### src/design/homing_defs.svh
// Purpose: Offsets, reset values, limits and codes of the homing sequencer
// Assumes: APB byte addressing, each register one aligned 32-bit word
// Notes:   Definitions only
`ifndef HOMING_DEFS_SVH
`define HOMING_DEFS_SVH

`define ADDR_CONFIG     8'h00
`define ADDR_APPROACH   8'h04
`define ADDR_LEAVE      8'h08
`define ADDR_OFF_HIGH   8'h0C
`define ADDR_OFF_LOW    8'h10
`define ADDR_OUT_ASSIGN 8'h14
`define ADDR_IN_ASSIGN  8'h18
`define ADDR_CTRL_MODE  8'h1C
`define ADDR_STATUS     8'h20

`define RST_CONFIG      12'h000
`define RST_APPROACH    12'h5DC
`define RST_LEAVE       12'h01E
`define RST_OFFSET      14'h0000
`define RST_OUT_ASSIGN  12'h000
`define RST_IN_A        2'h0
`define RST_IN_B        2'h1

`define MAX_APPROACH    12'hBB8
`define MAX_LEAVE       12'h0C8
`define MAX_OFFSET      14'h270F
`define OFFSET_SCALE    27'h0002710

`define DIGIT_ON        4'h1
`define ASSIGN_HOME     4'h8
`define MODE_POSITION   2'h0
`define MODE_SWITCHING  2'h1

`endif

### src/design/homing_pkg.sv
// Purpose: Types shared by the homing sequencer files
// Assumes: Nothing
// Notes:   Constants live in homing_defs.svh
package homing_pkg;
  typedef enum logic [2:0] {
    ST_IDLE, ST_APPROACH, ST_LEAVE, ST_OFFSET, ST_DONE
  } home_state_t;

  typedef struct packed {
    logic        run;
    logic        dir;
    logic [11:0] speed;
  } motion_t;
endpackage : homing_pkg

### src/design/offset_counter.sv
// Purpose: Counts encoder pulses down from a loaded target
// Assumes: One feedback pulse per cycle at most
// Notes:   done_o is low the cycle after load, valid the cycle after that
`timescale 1ns/1ps
module offset_counter #(
  parameter int W = 27
) (
  input  wire logic         clock_i,
  input  wire logic         rstn_i,
  input  wire logic         load_i,
  input  wire logic [W-1:0] target_i,
  input  wire logic         pulse_i,
  output logic              done_o
);
  logic [W-1:0] remaining;
  logic [W-1:0] next_remaining;
  logic         armed;
  logic         next_armed;
  logic         next_done;

  always_comb begin
    next_remaining = remaining;
    next_armed     = armed;
    next_done      = armed && (remaining == '0);
    if (load_i) begin
      next_remaining = target_i;
      next_armed     = 1'b1;
      next_done      = 1'b0;
    end else if (armed && pulse_i && remaining != '0) begin
      next_remaining = remaining - W'(1);
    end
  end

  always_ff @(posedge clock_i or negedge rstn_i) begin
    if (!rstn_i) begin
      remaining <= '0;
      armed     <= 1'b0;
      done_o    <= 1'b0;
    end else begin
      remaining <= next_remaining;
      armed     <= next_armed;
      done_o    <= next_done;
    end
  end
endmodule : offset_counter

### src/design/servo_homing_sequencer.sv
// Purpose: Homing sequencer of a servo drive in position control
// Assumes: All inputs synchronous to clock_i; APB slave, no wait states
// Notes:   Power-cycled settings are copied on power_cycle_i
// Behaviour
// - Config digit 0 picks direction, 0 forward, 1 reverse.
// - Config digit 1: 0 reverse to seek index, 1 seek index directly.
// - Config digit 2: 0 disables homing, 1 starts on start rising edge.
// - Homing starts only while positioning complete is on.
// - Host reference pulses are blocked while homing runs.
// - No homing while switching control mode is selected.
// - Control mode writes are refused during homing.
// - New homing config applies only after a power cycle.
// - Approach speed 0 to 3000 rpm, default 1500, applies at once.
// - Offset is high times ten thousand plus low, each 0 to 9999.
// - Start edge drives the motor at approach speed.
// - Origin seen switches to leave speed in the chosen search style.
// - Origin then index pulse starts offset pulse counting.
// - Offset done stops motor, asserts complete, ends homing.
// - Homing complete output is active low.
// - Digit equal to 8 in output assign picks the terminal pair.
// - Input terminal assignment applies only after a power cycle.
//
// Chosen here: the register addresses and the APB register port.
`timescale 1ns/1ps
`include "homing_defs.svh"
module servo_homing_sequencer
  import homing_pkg::*;
#(
  parameter int OFF_W = 27
) (
  input  wire logic        clock_i,
  input  wire logic        rstn_i,
  input  wire logic        psel_i,
  input  wire logic        penable_i,
  input  wire logic        pwrite_i,
  input  wire logic [7:0]  paddr_i,
  input  wire logic [31:0] pwdata_i,
  output logic [31:0]      prdata_o,
  output logic             pready_o,
  output logic             pslverr_o,
  input  wire logic        power_cycle_i,
  input  wire logic [3:0]  input_terms_i,
  input  wire logic        positioning_complete_i,
  input  wire logic        index_pulse_i,
  input  wire logic        feedback_pulse_i,
  input  wire logic        ref_pulse_i,
  output logic             ref_pulse_o,
  output motion_t          motion_o,
  output logic [2:0]       home_done_n_o
);
  function automatic logic [13:0] clamp14(logic [31:0] v, logic [13:0] mx);
    clamp14 = (v > 32'(mx)) ? mx : v[13:0];
  endfunction : clamp14

  logic [11:0] cfg_pend, cfg_act, next_cfg_pend, next_cfg_act;
  logic [11:0] app_spd, next_app_spd, lv_spd, next_lv_spd;
  logic [13:0] off_hi, next_off_hi, off_lo, next_off_lo;
  logic [11:0] oa_pend, oa_act, next_oa_pend, next_oa_act;
  logic [1:0]  ia_a_pend, ia_b_pend, ia_a_act, ia_b_act;
  logic [1:0]  next_ia_a_pend, next_ia_b_pend, next_ia_a_act, next_ia_b_act;
  logic [1:0]  ctrl_mode, next_ctrl_mode;
  logic        refused, next_refused;
  logic [31:0] next_prdata;
  logic        next_pready, next_pslverr;
  logic        busy, wr_en, rd_setup, hit;
  home_state_t state, next_state;

  assign busy     = (state != ST_IDLE) && (state != ST_DONE);
  assign wr_en    = psel_i && penable_i && pready_o && pwrite_i;
  assign rd_setup = psel_i && !penable_i;
  assign hit      = paddr_i <= `ADDR_STATUS && paddr_i[1:0] == 2'h0;

  // Register file and APB slave
  always_comb begin
    next_cfg_pend  = cfg_pend;
    next_cfg_act   = cfg_act;
    next_app_spd   = app_spd;
    next_lv_spd    = lv_spd;
    next_off_hi    = off_hi;
    next_off_lo    = off_lo;
    next_oa_pend   = oa_pend;
    next_oa_act    = oa_act;
    next_ia_a_pend = ia_a_pend;
    next_ia_b_pend = ia_b_pend;
    next_ia_a_act  = ia_a_act;
    next_ia_b_act  = ia_b_act;
    next_ctrl_mode = ctrl_mode;
    next_refused   = refused;
    next_pready    = rd_setup;
    next_pslverr   = rd_setup && !hit;
    next_prdata    = 32'h0000_0000;
    if (wr_en) begin
      case (paddr_i)
        `ADDR_CONFIG:     next_cfg_pend = pwdata_i[11:0];
        `ADDR_APPROACH:
          next_app_spd = 12'(clamp14(pwdata_i, 14'(`MAX_APPROACH)));
        `ADDR_LEAVE:
          next_lv_spd = 12'(clamp14(pwdata_i, 14'(`MAX_LEAVE)));
        `ADDR_OFF_HIGH:   next_off_hi = clamp14(pwdata_i, `MAX_OFFSET);
        `ADDR_OFF_LOW:    next_off_lo = clamp14(pwdata_i, `MAX_OFFSET);
        `ADDR_OUT_ASSIGN: next_oa_pend = pwdata_i[11:0];
        `ADDR_IN_ASSIGN: begin
          next_ia_a_pend = pwdata_i[1:0];
          next_ia_b_pend = pwdata_i[5:4];
        end
        `ADDR_CTRL_MODE: begin
          if (busy) begin
            next_refused = 1'b1;
          end else begin
            next_ctrl_mode = pwdata_i[1:0];
          end
        end
        `ADDR_STATUS: begin
          if (pwdata_i[8]) begin
            next_refused = 1'b0;
          end
        end
        default: ;
      endcase
    end
    if (power_cycle_i) begin
      next_cfg_act  = cfg_pend;
      next_oa_act   = oa_pend;
      next_ia_a_act = ia_a_pend;
      next_ia_b_act = ia_b_pend;
    end
    if (rd_setup && !pwrite_i) begin
      case (paddr_i)
        `ADDR_CONFIG:     next_prdata = {20'h0, cfg_pend};
        `ADDR_APPROACH:   next_prdata = {20'h0, app_spd};
        `ADDR_LEAVE:      next_prdata = {20'h0, lv_spd};
        `ADDR_OFF_HIGH:   next_prdata = {18'h0, off_hi};
        `ADDR_OFF_LOW:    next_prdata = {18'h0, off_lo};
        `ADDR_OUT_ASSIGN: next_prdata = {20'h0, oa_pend};
        `ADDR_IN_ASSIGN:
          next_prdata = {26'h0, ia_b_pend, 2'h0, ia_a_pend};
        `ADDR_CTRL_MODE:  next_prdata = {30'h0, ctrl_mode};
        `ADDR_STATUS:
          next_prdata = {23'h0, refused, 3'h0, busy, 1'b0, 3'(state)};
        default:          next_prdata = 32'h0000_0000;
      endcase
    end
  end

  always_ff @(posedge clock_i or negedge rstn_i) begin
    if (!rstn_i) begin
      cfg_pend  <= `RST_CONFIG;
      cfg_act   <= `RST_CONFIG;
      app_spd   <= `RST_APPROACH;
      lv_spd    <= `RST_LEAVE;
      off_hi    <= `RST_OFFSET;
      off_lo    <= `RST_OFFSET;
      oa_pend   <= `RST_OUT_ASSIGN;
      oa_act    <= `RST_OUT_ASSIGN;
      ia_a_pend <= `RST_IN_A;
      ia_b_pend <= `RST_IN_B;
      ia_a_act  <= `RST_IN_A;
      ia_b_act  <= `RST_IN_B;
      ctrl_mode <= `MODE_POSITION;
      refused   <= 1'b0;
      prdata_o  <= 32'h0000_0000;
      pready_o  <= 1'b0;
      pslverr_o <= 1'b0;
    end else begin
      cfg_pend  <= next_cfg_pend;
      cfg_act   <= next_cfg_act;
      app_spd   <= next_app_spd;
      lv_spd    <= next_lv_spd;
      off_hi    <= next_off_hi;
      off_lo    <= next_off_lo;
      oa_pend   <= next_oa_pend;
      oa_act    <= next_oa_act;
      ia_a_pend <= next_ia_a_pend;
      ia_b_pend <= next_ia_b_pend;
      ia_a_act  <= next_ia_a_act;
      ia_b_act  <= next_ia_b_act;
      ctrl_mode <= next_ctrl_mode;
      refused   <= next_refused;
      prdata_o  <= next_prdata;
      pready_o  <= next_pready;
      pslverr_o <= next_pslverr;
    end
  end

  // Sequencer
  logic             start_lvl, origin_lvl, start_prev, start_edge, can_start;
  logic             next_start_prev, cnt_load, next_cnt_load, cnt_done;
  logic             next_ref_pulse;
  logic [2:0]       next_home_n;
  logic [OFF_W-1:0] off_target;
  motion_t          next_motion;

  assign start_lvl  = input_terms_i[ia_a_act];
  assign origin_lvl = input_terms_i[ia_b_act];
  assign start_edge = start_lvl && !start_prev;
  assign can_start  = cfg_act[11:8] == `DIGIT_ON && start_edge
                      && positioning_complete_i
                      && ctrl_mode != `MODE_SWITCHING;
  // Wide enough for 9999 * 10000 + 9999
  assign off_target = OFF_W'(off_hi) * OFF_W'(`OFFSET_SCALE)
                      + OFF_W'(off_lo);

  offset_counter #(.W(OFF_W)) u_offset (
    .clock_i  (clock_i),
    .rstn_i   (rstn_i),
    .load_i   (cnt_load),
    .target_i (off_target),
    .pulse_i  (feedback_pulse_i),
    .done_o   (cnt_done)
  );

  always_comb begin
    next_state      = state;
    next_start_prev = start_lvl;
    next_cnt_load   = 1'b0;
    next_motion     = motion_o;
    next_home_n     = home_done_n_o;
    case (state)
      ST_IDLE, ST_DONE: begin
        next_motion.run = 1'b0;
        if (can_start) begin
          next_state      = ST_APPROACH;
          next_motion.run = 1'b1;
          next_motion.dir = cfg_act[0];
          next_home_n     = 3'b111;
        end
      end
      ST_APPROACH: begin
        next_motion.speed = app_spd;
        if (origin_lvl) begin
          next_state      = ST_LEAVE;
          next_motion.speed = lv_spd;
          // Style 0 turns back over the sensor before seeking the index
          next_motion.dir = cfg_act[4] ? cfg_act[0] : !cfg_act[0];
        end
      end
      ST_LEAVE: begin
        next_motion.speed = lv_spd;
        if (index_pulse_i) begin
          next_state    = ST_OFFSET;
          next_cnt_load = 1'b1;
        end
      end
      ST_OFFSET: begin
        next_motion.speed = lv_spd;
        if (cnt_done && !cnt_load) begin
          next_state      = ST_DONE;
          next_motion.run = 1'b0;
          for (int k = 0; k < 3; k++) begin
            next_home_n[k] = oa_act[4*k +: 4] != `ASSIGN_HOME;
          end
        end
      end
      default: next_state = ST_IDLE;
    endcase
    if (next_state == ST_APPROACH) begin
      next_motion.speed = app_spd;
    end
    // Gated by the current state, so the block lags the run output by one cycle
    next_ref_pulse = ref_pulse_i && !busy;
  end

  always_ff @(posedge clock_i or negedge rstn_i) begin
    if (!rstn_i) begin
      state         <= ST_IDLE;
      start_prev    <= 1'b0;
      cnt_load      <= 1'b0;
      motion_o      <= '0;
      home_done_n_o <= 3'b111;
      ref_pulse_o   <= 1'b0;
    end else begin
      state         <= next_state;
      start_prev    <= next_start_prev;
      cnt_load      <= next_cnt_load;
      motion_o      <= next_motion;
      home_done_n_o <= next_home_n;
      ref_pulse_o   <= next_ref_pulse;
    end
  end
endmodule : servo_homing_sequencer

### config.mk
export PLATFORM = sky130hd
export DESIGN_NAME = servo_homing_sequencer
export DESIGN_NICKNAME = d
export VERILOG_FILES = /design/src/design/homing_pkg.sv /design/src/design/offset_counter.sv /design/src/design/servo_homing_sequencer.sv
export VERILOG_INCLUDE_DIRS = /design/src /design/src/design
export SDC_FILE = /design/constraint.sdc
export NUM_CORES = 1
export LEC_CHECK = 0
export BUFFER_PORTS_ARGS = -buffer_cell sky130_fd_sc_hd__buf_2
export CAP_MARGIN = 20
export CORE_MARGIN = 2
export CORE_UTILIZATION = 40
export CTS_BUF_LIST = sky130_fd_sc_hd__clkbuf_16
export CTS_CLUSTER_SIZE = 14
export DETAILED_ROUTE_END_ITERATION = 10
export HOLD_SLACK_MARGIN = 0.08
export PLACE_DENSITY = 0.68
export SYNTH_ARGS = -nofsm -noshare
export SYNTH_HDL_FRONTEND = slang
export SYNTH_HIERARCHICAL = 1
export SYNTH_SLANG_ARGS = --single-unit
export TNS_END_PERCENT = 1
### constraint.sdc
create_clock -name clock_i -period 13.3 [get_ports clock_i]
set_input_delay 1.33 -clock clock_i [delete_from_list [all_inputs] [get_ports clock_i]]
set_output_delay 1.33 -clock clock_i [all_outputs]
set_load 0.05 [all_outputs]
# ---- Word level (Yosys, flattened, before mapping)
# Index checks and enable logic that the tools add are counted.
dict set report totals {
  out_inout_bits 52
  reg_bits 197
  word_cells 144
  input_bits 54
}
dict set report classes {
  mux 33
  n_eq_ne 24
  n_lt_le_gt_ge 6
  addsub 2
  reduce_logical 49
  bitwise 1
  mul 1
}
# cell n
set ops {}
lappend ops {{one-hot mux 14 bit (9 select lines)} 1}
lappend ops {{2-to-1 mux 27 bit} 2}
lappend ops {{2-to-1 mux 12 bit} 3}
lappend ops {{equality test 8 x 5 -> 1 bit (second input constant)} 4}
lappend ops {{greater-than comparator 32 x 12 -> 1 bit (second input constant)} 1}
lappend ops {{greater-than comparator 32 x 14 -> 1 bit (second input constant)} 1}
lappend ops {{greater-than comparator 32 x 8 -> 1 bit (second input constant)} 1}
lappend ops {{2-to-1 mux 14 bit} 2}
lappend ops {{adder 27 x 14 -> 27 bit} 1}
lappend ops {{logical NOT 27 bit} 1}
lappend ops {{nonzero test 27 bit} 1}
lappend ops {{subtractor 27 x 1 -> 27 bit (second input constant)} 1}
lappend ops {{one-hot mux 12 bit (2 select lines)} 1}
lappend ops {{multiplier 14 x 10 -> 23 bit (second input constant)} 1}
lappend ops {{2-to-1 mux 3 bit} 6}
lappend ops {{logical AND 1 bit} 17}
lappend ops {{equality test 8 x 4 -> 1 bit (second input constant)} 2}
lappend ops {{AND reduction 2 bit} 8}
lappend ops {{2-to-1 mux 13 bit} 1}
lappend ops {{!= test 4 bit (second input constant)} 3}
lappend ops {{one-hot mux 3 bit (4 select lines)} 1}
lappend ops {{!= test 2 bit (second input constant)} 5}
lappend ops {{2-to-1 mux 1 bit} 9}
lappend ops {{AND reduction 3 bit} 3}
lappend ops {{other kinds (23)} 40}

# ---- Logic depth before layout (Yosys ltp)
# Gate-level depths: netlist (run 1).
dict set report logic_depth {
  word_depth 10
  ltp_mapped 23
  depth_no_buf 22
}

# ---- Cells and area by module
# Netlist (run 1), hierarchy kept.
# mod n_inst area_per_inst_um2 seq_area_each_um2 cells_each
set by_module_without_submodules {}
lappend by_module_without_submodules {servo_homing_sequencer 1 9346.5 3623.5 917}
lappend by_module_without_submodules {offset_counter 1 1747.9 725.7 198}

# ---- Worst setup path after synthesis (run 1)
# No wires, ideal clock.
dict set report synth_timing {
  path_type {flip-flop to flip-flop}
  from {register off_hi[6]}
  to {register u_offset.remaining[26]}
  required_ps 13232
  stages_incl_launch_ff 22
  t_arrival_ps 4822
  synth_period_minus_slack_ps 4890
  n_path_buf 1
  setup_ps 68
  setup_slack_ps 8410
  path_cell_list {dfrtp_1 -> inv_1 -> fa_1 -> inv_1 -> ha_1 -> fa_1 -> ha_1 -> inv_1 -> fa_1 -> inv_1 -> ha_1 -> buf_4 -> and3_1 -> nand2_1 -> o211a_1 -> or3_1 -> a211oi_1 -> nand4_1 -> a2111oi_2 -> xnor2_1 -> nand2_1 -> nand2_1}
}
dict set report synth_between {
  elab_chain_cells 3
}
# element line
set synth_rtl {}
lappend synth_rtl {{start: declaration} servo_homing_sequencer.sv:57} ;# logic [13:0] off_hi, next_off_hi, off_lo, next_off_lo;
lappend synth_rtl {{start signal: assignment} servo_homing_sequencer.sv:151} ;# off_hi <= `RST_OFFSET;
lappend synth_rtl {{start signal: assignment} servo_homing_sequencer.sv:169} ;# off_hi <= next_off_hi;
lappend synth_rtl {{multiplier 14 x 10 -> 23 bit} servo_homing_sequencer.sv:200} ;# assign off_target = OFF_W'(off_hi) * OFF_W'(`OFFSET_SCALE)
lappend synth_rtl {{adder 27 x 14 -> 27 bit} servo_homing_sequencer.sv:200}
lappend synth_rtl {{via off_target[26]} servo_homing_sequencer.sv:190} ;# logic [OFF_W-1:0] off_target;
lappend synth_rtl {{2-to-1 mux 27 bit} offset_counter.sv:25} ;# if (load_i) begin
lappend synth_rtl {{end signal: assignment} offset_counter.sv:40} ;# remaining <= next_remaining;
lappend synth_rtl {{end: declaration} offset_counter.sv:15} ;# logic [W-1:0] remaining;
# The timed path passes the listed nets, and every way through them passes these cells.
# A chain may end at the register's enable or synchronous reset.

# ---- Worst setup path in the final report (run 1)
dict set report layout_timing {
  from {register off_hi[5]}
  to {register u_offset.remaining[23]}
}
# Same word-level chain as after synthesis.

==> results of run 1 <==
[per-stage QoR]
step	utilization [%]	cell area [µm²]
CTS	45.83	12420
global route	45.85	12430
global placement	43.66	11830
finish	45.85	12430
floorplan	-	11160
detailed placement	43.68	11840
[worst max-delay path: stages (launching register included)]
cell	delay, ps
dfrtp_1	470
inv_1	160
fa_1	550
inv_1	40
ha_1	280
fa_1	480
ha_1	290
inv_1	50
fa_1	490
inv_1	40
ha_1	360
a211o_1	280
a21oi_1	250
o21ai_0	170
xnor2_1	190
a31oi_1	320
nand2_1	150
nor4_1	370
xor2_1	180
nand2_1	80
nand3_1	80
[cell type report]
cell class | instances | area share [%]
repair buffers | 99 | 4.259
inverters | 100 | 3.021
well taps | 372 | 3.746
flip-flops and latches | 173 | 35.00
clock inverters | 15 | 1.259
multi-input cells | 797 | 49.29
clock buffers | 17 | 3.424
[logic make-up (layout without fill, tap and decap cells)]
family	Yosys count	count (layout)	share of synthesized area, %
AND/OR/NAND/NOR	308	308	14.49
other	1	18	0.03380
XOR/XNOR	46	46	3.631
adder cells (fa/ha/maj)	103	103	13.65
buffers and inverters	162	231	6.169
multiplexers	76	76	7.714
flip-flops	173	173	39.20
AO/OA/AOI/OAI	246	246	15.11
[cells in the final DEF, fill, tap and decap left out, types with 9 or more instances in the layout]
cell type,Yosys,final
and2_1,13,13
nand4_1,9,9
a31oi_1,15,15
buf_4,19,11
a22o_1,10,10
o211ai_1,9,9
mux2_2,56,56
fa_1,30,30
nand2_1,97,97
a222oi_1,23,23
dfrtp_1,157,157
ha_1,73,73
nand3_1,23,23
a21o_1,16,16
a21oi_1,35,35
buf_2,3,87
or4_1,9,9
o21ai_0,76,76
nor2_1,48,48
inv_1,100,101
dfstp_2,16,16
nor2b_1,9,9
conb_1,1,18
nor3_1,21,21
xnor2_1,32,32
clkbuf_16,0,17
nor4_1,19,19
o22a_1,9,9
xor2_1,14,14
a22oi_1,9,9
mux2i_1,18,18
[worst min path at each step]
stage | slack, ps | from | cells past startpoint | to
final | 480 | motion_o[6]$_DFFE_PN0P_ | 2 | motion_o[6]$_DFFE_PN0P_
after CTS | 490 | motion_o[5]$_DFFE_PN0P_ | 2 | motion_o[5]$_DFFE_PN0P_
after global placement | 460 | motion_o[3]$_DFFE_PN0P_ | 2 | motion_o[3]$_DFFE_PN0P_
after detailed placement | 470 | motion_o[6]$_DFFE_PN0P_ | 2 | motion_o[6]$_DFFE_PN0P_
after global routing | 510 | motion_o[4]$_DFFE_PN0P_ | 2 | motion_o[4]$_DFFE_PN0P_
after floorplan | 470 | off_lo[3]$_DFFE_PN0P_ | 2 | off_lo[3]$_DFFE_PN0P_
[routing by layer]
metal	global-route usage [%]	part of all wire, %
met1	28.73	46
met2	30.19	44
met3	3.493	7.0
met4	6.169	2.2
met5	0	0
[flip-flops by register name, summed over array words and instances (netlist names), 2 cells and up]
signal,cells
ia_a_pend,2
ia_a_act,2
u_offset/remaining,27
cfg_pend,12
oa_act,12
state,3
cfg_act,6
off_lo,14
app_spd,12
home_done_n_o,3
ia_b_pend,2
oa_pend,12
lv_spd,12
prdata_o,14
off_hi,14
ctrl_mode,2
ia_b_act,2
motion_o,14
[power groups by stage]
| stage | Combinational (mW) | Sequential [mW] | Clock, mW |
|---|---|---|---|
| after floorplan | 0.0877 | 0.583 | 0 |
| after global placement | 0.120 | 0.587 | 0 |
| after detailed placement | 0.123 | 0.589 | 0 |
| after CTS | 0.123 | 0.579 | 0.496 |
| after global routing | 0.137 | 0.583 | 0.518 |
| final | 0.124 | 0.580 | 0.490 |
==> impl_metrics.tcl, run 1 <==
set metrics [dict create \
    irDropWorstVdd_uv 87.95 \
    timing.hold.ws_ps 481.7 \
    cp.arrival_ps 5700 \
    seq_power_share_pct 48.6 \
    p_switching_mw 0.3435 \
    clk_latency_ps 430 \
    gp_congestion 0.9371 \
    hold_class "flip-flop to flip-flop" \
    r2r_end "u_offset/remaining[23]$_DFFE_PN0P_" \
    clock-sinks 173 \
    stdcell_count 1573 \
    max_clock_freq_mhz 187.4 \
    cts_hold_buf 0 \
    dieArea_um2 29080 \
    place_inst 1540 \
    cp-endpoint "u_offset/remaining[23]$_DFFE_PN0P_" \
    area_growth_pct 12.00 \
    seq_area_frac_synth_pct 39.20 \
    dpl_worst_slack_ps 8011 \
    slew_headroom_pct 37.59 \
    end_kind "flip-flop" \
    finalSetupTns_ps 0 \
    fin_crit_sh_pct 40.13 \
    post_cts_resized 0 \
    final-seq-area_um2 4349 \
    totalWireLength_um 28170 \
    ys_ff_latch 173 \
    ys_top_cells_by_area "dfrtp_1, ha_1, mux2_2" \
    cp-start-kind "flip-flop" \
    post-layout-total-power_mw 1.194 \
    num_rows 60 \
    coreArea_um2 27100 \
    overflow 0 \
    cts_tree "done" \
    cts_htree_levels 4 \
    portBuffers 87 \
    async_flop_share_pct 100.0 \
    synth_top_area_share_pct 35.41 \
    die_w_um 170.5 \
    fin_worst_skew_ps 14.69 \
    power.internal_mw 0.8504 \
    grtUsageTotal_pct 19.82 \
    p_sw_share_pct 28.77 \
    wl_per_cell_um 17.91 \
    root_buffer "clkbuf_16" \
    crit_required_ps 13660 \
    r2r_cells 20 \
    syn_area_um2 11090 \
    yosysMostFrequentCell "dfrtp_1" \
    drive_gt1_share_pct 18.73 \
    num_antenna_cells 0 \
    run_status "finished, final reports clean" \
    pwr-share-clk_pct 41.0 \
    max-cap-violations 0 \
    combPwrFrac_pct 10.3 \
    regToRegSetupSlack_ps 7960 \
    routed-via-count 8757 \
    drv_slew 0 \
    grt_pass1_wl_um 45510 \
    powerDensity_nw_per_um2 96.08 \
    grt_max_degree 101 \
    syn_inst 1115 \
    post-route-drc-count 0 \
    hold_viol_final 0 \
    synth_area_per_cell_um2 9.950 \
    ys_warn_count 6 \
    crit_start "off_hi[5]$_DFFE_PN0P_" \
    drt_iter0_drc 964 \
    synth.distinct_cells 77 \
    dr.pass1.iters 6 \
    path_class "flip-flop to flip-flop" \
    path_max_fanout 6 \
    rsz0062_at_grt "false" \
    synth_largest_area_cell "dfrtp_1" \
    multiInputGateArea_um2 6125 \
    io_pins 106 \
    synthTopCellsByCount "dfrtp_1, inv_1, nand2_1" \
    setup_slack_ps 7963 \
    postCtsSetupBuffers 0 \
    antenna_found_initial 0 \
    synth-main-ff-cell "dfrtp_1" \
    fin_crit_ps 5337 \
    post-dp-hpwl_um 21230 \
    routed_via_density 5.567 \
    r2r_start "off_hi[5]$_DFFE_PN0P_" \
    setup_viol 0 \
    fp.dieH_um 170.5 \
    numCtsBuffers 17 \
    initial_core_util_pct 40.94 \
    grt_pass1_vias 8468 \
    nets 1345 \
    fillers 2532 \
    postRouteAntennaNets 0 \
    clk_pin_slew_ps 70 \
    clk_path_buf_depth 2 \
    p_leak_nw 6.073 \
    synth-edff-count 0 \
    worst_slew_pin_slew_ps 929.1 \
]
Note: power is estimated with default switching activity, not from simulation.
==> run 2, diff against run 1 <==
==> constraint.sdc (replaced) <==
create_clock -name clock_i -period 5.43 [get_ports clock_i]
set_input_delay 0.543 -clock clock_i [delete_from_list [all_inputs] [get_ports clock_i]]
set_output_delay 0.543 -clock clock_i [all_outputs]
set_load 0.05 [all_outputs]
==> run 2 against run 1 <==
Critical path depth unchanged. Combinational power increased by 150%. Final cell count increased by 0.51%. Total power increased to 2.5 times the previous value. Critical path type unchanged. Critical endpoint is now u_offset/remaining[26]$_DFFE_PN0P_. Highest routed layer unchanged.
==> impl_metrics.tcl, run 2 (synthesis results as in run 1) <==
set metrics [dict create \
    powerDensity_nw_per_um2 241.4 \
    post-dp-hpwl_um 21210 \
    r2r_end "u_offset/remaining[26]$_DFFE_PN0P_" \
    cp_cell_sequence "inv_1 > fa_1 > inv_1 > ha_1 > fa_1 > ha_1 > inv_1 > fa_1 > inv_1 > ha_1 > a211o_1 > a21oi_2 > o221ai_1 > a311oi_2 > and2_1 > nand4_1 > a2111oi_4 > xnor2_1 > nand2_1 > nand2_1" \
    fp.dieH_um 170.5 \
    slew_headroom_pct 38.57 \
    nets 1353 \
    path_class "flip-flop to flip-flop" \
    rsz0062_at_grt "true" \
    coreArea_um2 27100 \
    drive_gt1_share_pct 20.43 \
    cts_htree_levels 4 \
    place_area_um2 11900 \
    largest_reg_flops 27 \
    gp_congestion 0.8722 \
    critPathMostFrequentCell "inv_1" \
    totalWireLength_um 28220 \
    cp-start-kind "flip-flop" \
    crit_required_ps 5810 \
    run_status "finished, final reports clean" \
    regToRegSetupSlack_ps 280 \
    fin_worst_skew_ps 16.16 \
    root_buffer "clkbuf_16" \
    hold_viol_final 0 \
    overflow 0 \
    post-route-drc-count 0 \
    cts_tree "done" \
    r2r_start "off_hi[7]$_DFFE_PN0P_" \
    clk_pin_slew_ps 80 \
    worst-path-buf-inv 4 \
    numCtsBuffers 17 \
    routed_via_density 5.603 \
    cp.arrival_ps 5540 \
    hold_class "input pin to async pin" \
    max_clock_freq_mhz 194.0 \
    critPathTopFamily "adder cells" \
    drv_slew 0 \
    slowest_delay_ps 510 \
    final_common_cell "dfrtp_1" \
    die_w_um 170.5 \
    final-seq-area_um2 4350 \
    clk_path_buf_depth 2 \
    setup_viol 0 \
    fin_crit_ps 5155 \
    antenna_found_initial 0 \
    fin_crit_sh_pct 94.93 \
    postRouteAntennaNets 0 \
    top_register "u_offset/remaining" \
    dieArea_um2 29080 \
    stdcell_area_um2 12610 \
    area_growth_pct 13.63 \
    multiInputGateArea_um2 6186 \
    path_max_fanout 6 \
    io_pins 106 \
    dpl_worst_slack_ps 182.1 \
    r2r_cells 20 \
    setup_slack_ps 275.2 \
    dr.pass1.iters 6 \
    end_kind "flip-flop" \
    grt_max_degree 78 \
    drt_iter0_drc 851 \
    irDropWorstVdd_uv 177.9 \
    initial_core_util_pct 40.94 \
    wl_per_cell_um 17.85 \
    grtUsageTotal_pct 19.77 \
    p_leak_nw 6.132 \
    portBuffers 87 \
    stdcell_count 1581 \
    clock-sinks 173 \
    post-layout-total-power_mw 3.043 \
    fillers 2511 \
    max-cap-violations 0 \
    worst_slew_pin_slew_ps 914.4 \
    routed-via-count 8858 \
    cts_hold_buf 0 \
    place_inst 1548 \
    slowest_stage "fa_1" \
    num_rows 60 \
    num_antenna_cells 0 \
    clk_latency_ps 450 \
    most-common-layout-cells "dfrtp_1, inv_1, nand2_1" \
    timing.hold.ws_ps 121.7 \
    grt_pass1_wl_um 44890 \
    grt_pass1_vias 8430 \
]
==> run 2: cell count changes in the layout (fill, tap and decap cells not counted), sizes merged <==
cell	previous run	this run
inv	106	111
clkinvlp	2	0
buf	99	107
clkinv	7	4
==> run 2: worst max-delay path by stage <==
stage / start / cells after the start / slack (ps) / to
final: off_hi[7]$_DFFE_PN0P_ / 20 / 280 / u_offset/remaining[26]$_DFFE_PN0P_
after global routing: off_hi[7]$_DFFE_PN0P_ / 20 / -10 / u_offset/remaining[26]$_DFFE_PN0P_
after CTS: off_hi[7]$_DFFE_PN0P_ / 20 / 160 / u_offset/remaining[23]$_DFFE_PN0P_
after detailed placement: off_hi[7]$_DFFE_PN0P_ / 20 / 180 / u_offset/remaining[23]$_DFFE_PN0P_
after global placement: off_hi[7]$_DFFE_PN0P_ / 20 / 300 / u_offset/remaining[26]$_DFFE_PN0P_
after floorplan: off_hi[6]$_DFFE_PN0P_ / 21 / 540 / u_offset/remaining[26]$_DFFE_PN0P_
==> run 2: repair_timing <==
action                     4_1_cts  5_1_grt
setup buffers                    0        1
setup endpoints to repair        0        5
gates resized for setup          0       15
==> run 2: through the flow <==
stage | TNS [ps] | utilization (%)
6_report | 0 | 46.52
5_1_grt | -16.04 | 46.52
4_1_cts | 0 | 46.26
3_5_place_dp | 0 | 43.90
3_3_place_gp | 0 | 43.85
2_1_floorplan | 0 | -
==> run 2: area by class of cell <==
class | instances | share of cell area (%)
repair buffers | 107 | 4.674
clock buffers | 17 | 3.374
clock inverters | 15 | 1.707
flip-flops and latches | 173 | 34.51
multi-input cells | 797 | 49.07
well taps | 372 | 3.692
inverters | 100 | 2.977
==> run 2: routing by layer <==
| layer | GRT usage (%) | part of all wire [%] |
|---|---|---|
| met1 | 28.51 | 47 |
| met2 | 29.63 | 45 |
| met3 | 4.094 | 6.4 |
| met4 | 6.540 | 2.5 |
| met5 | 0 | 0 |
==> run 2: where the power goes <==
group / total, mW / switching, mW / leakage (nW) / internal (mW)
registers: 1.42 / 0.0688 / 2.26 / 1.35
logic: 0.305 / 0.183 / 3.56 / 0.122
clock network: 1.32 / 0.670 / 0.309 / 0.651
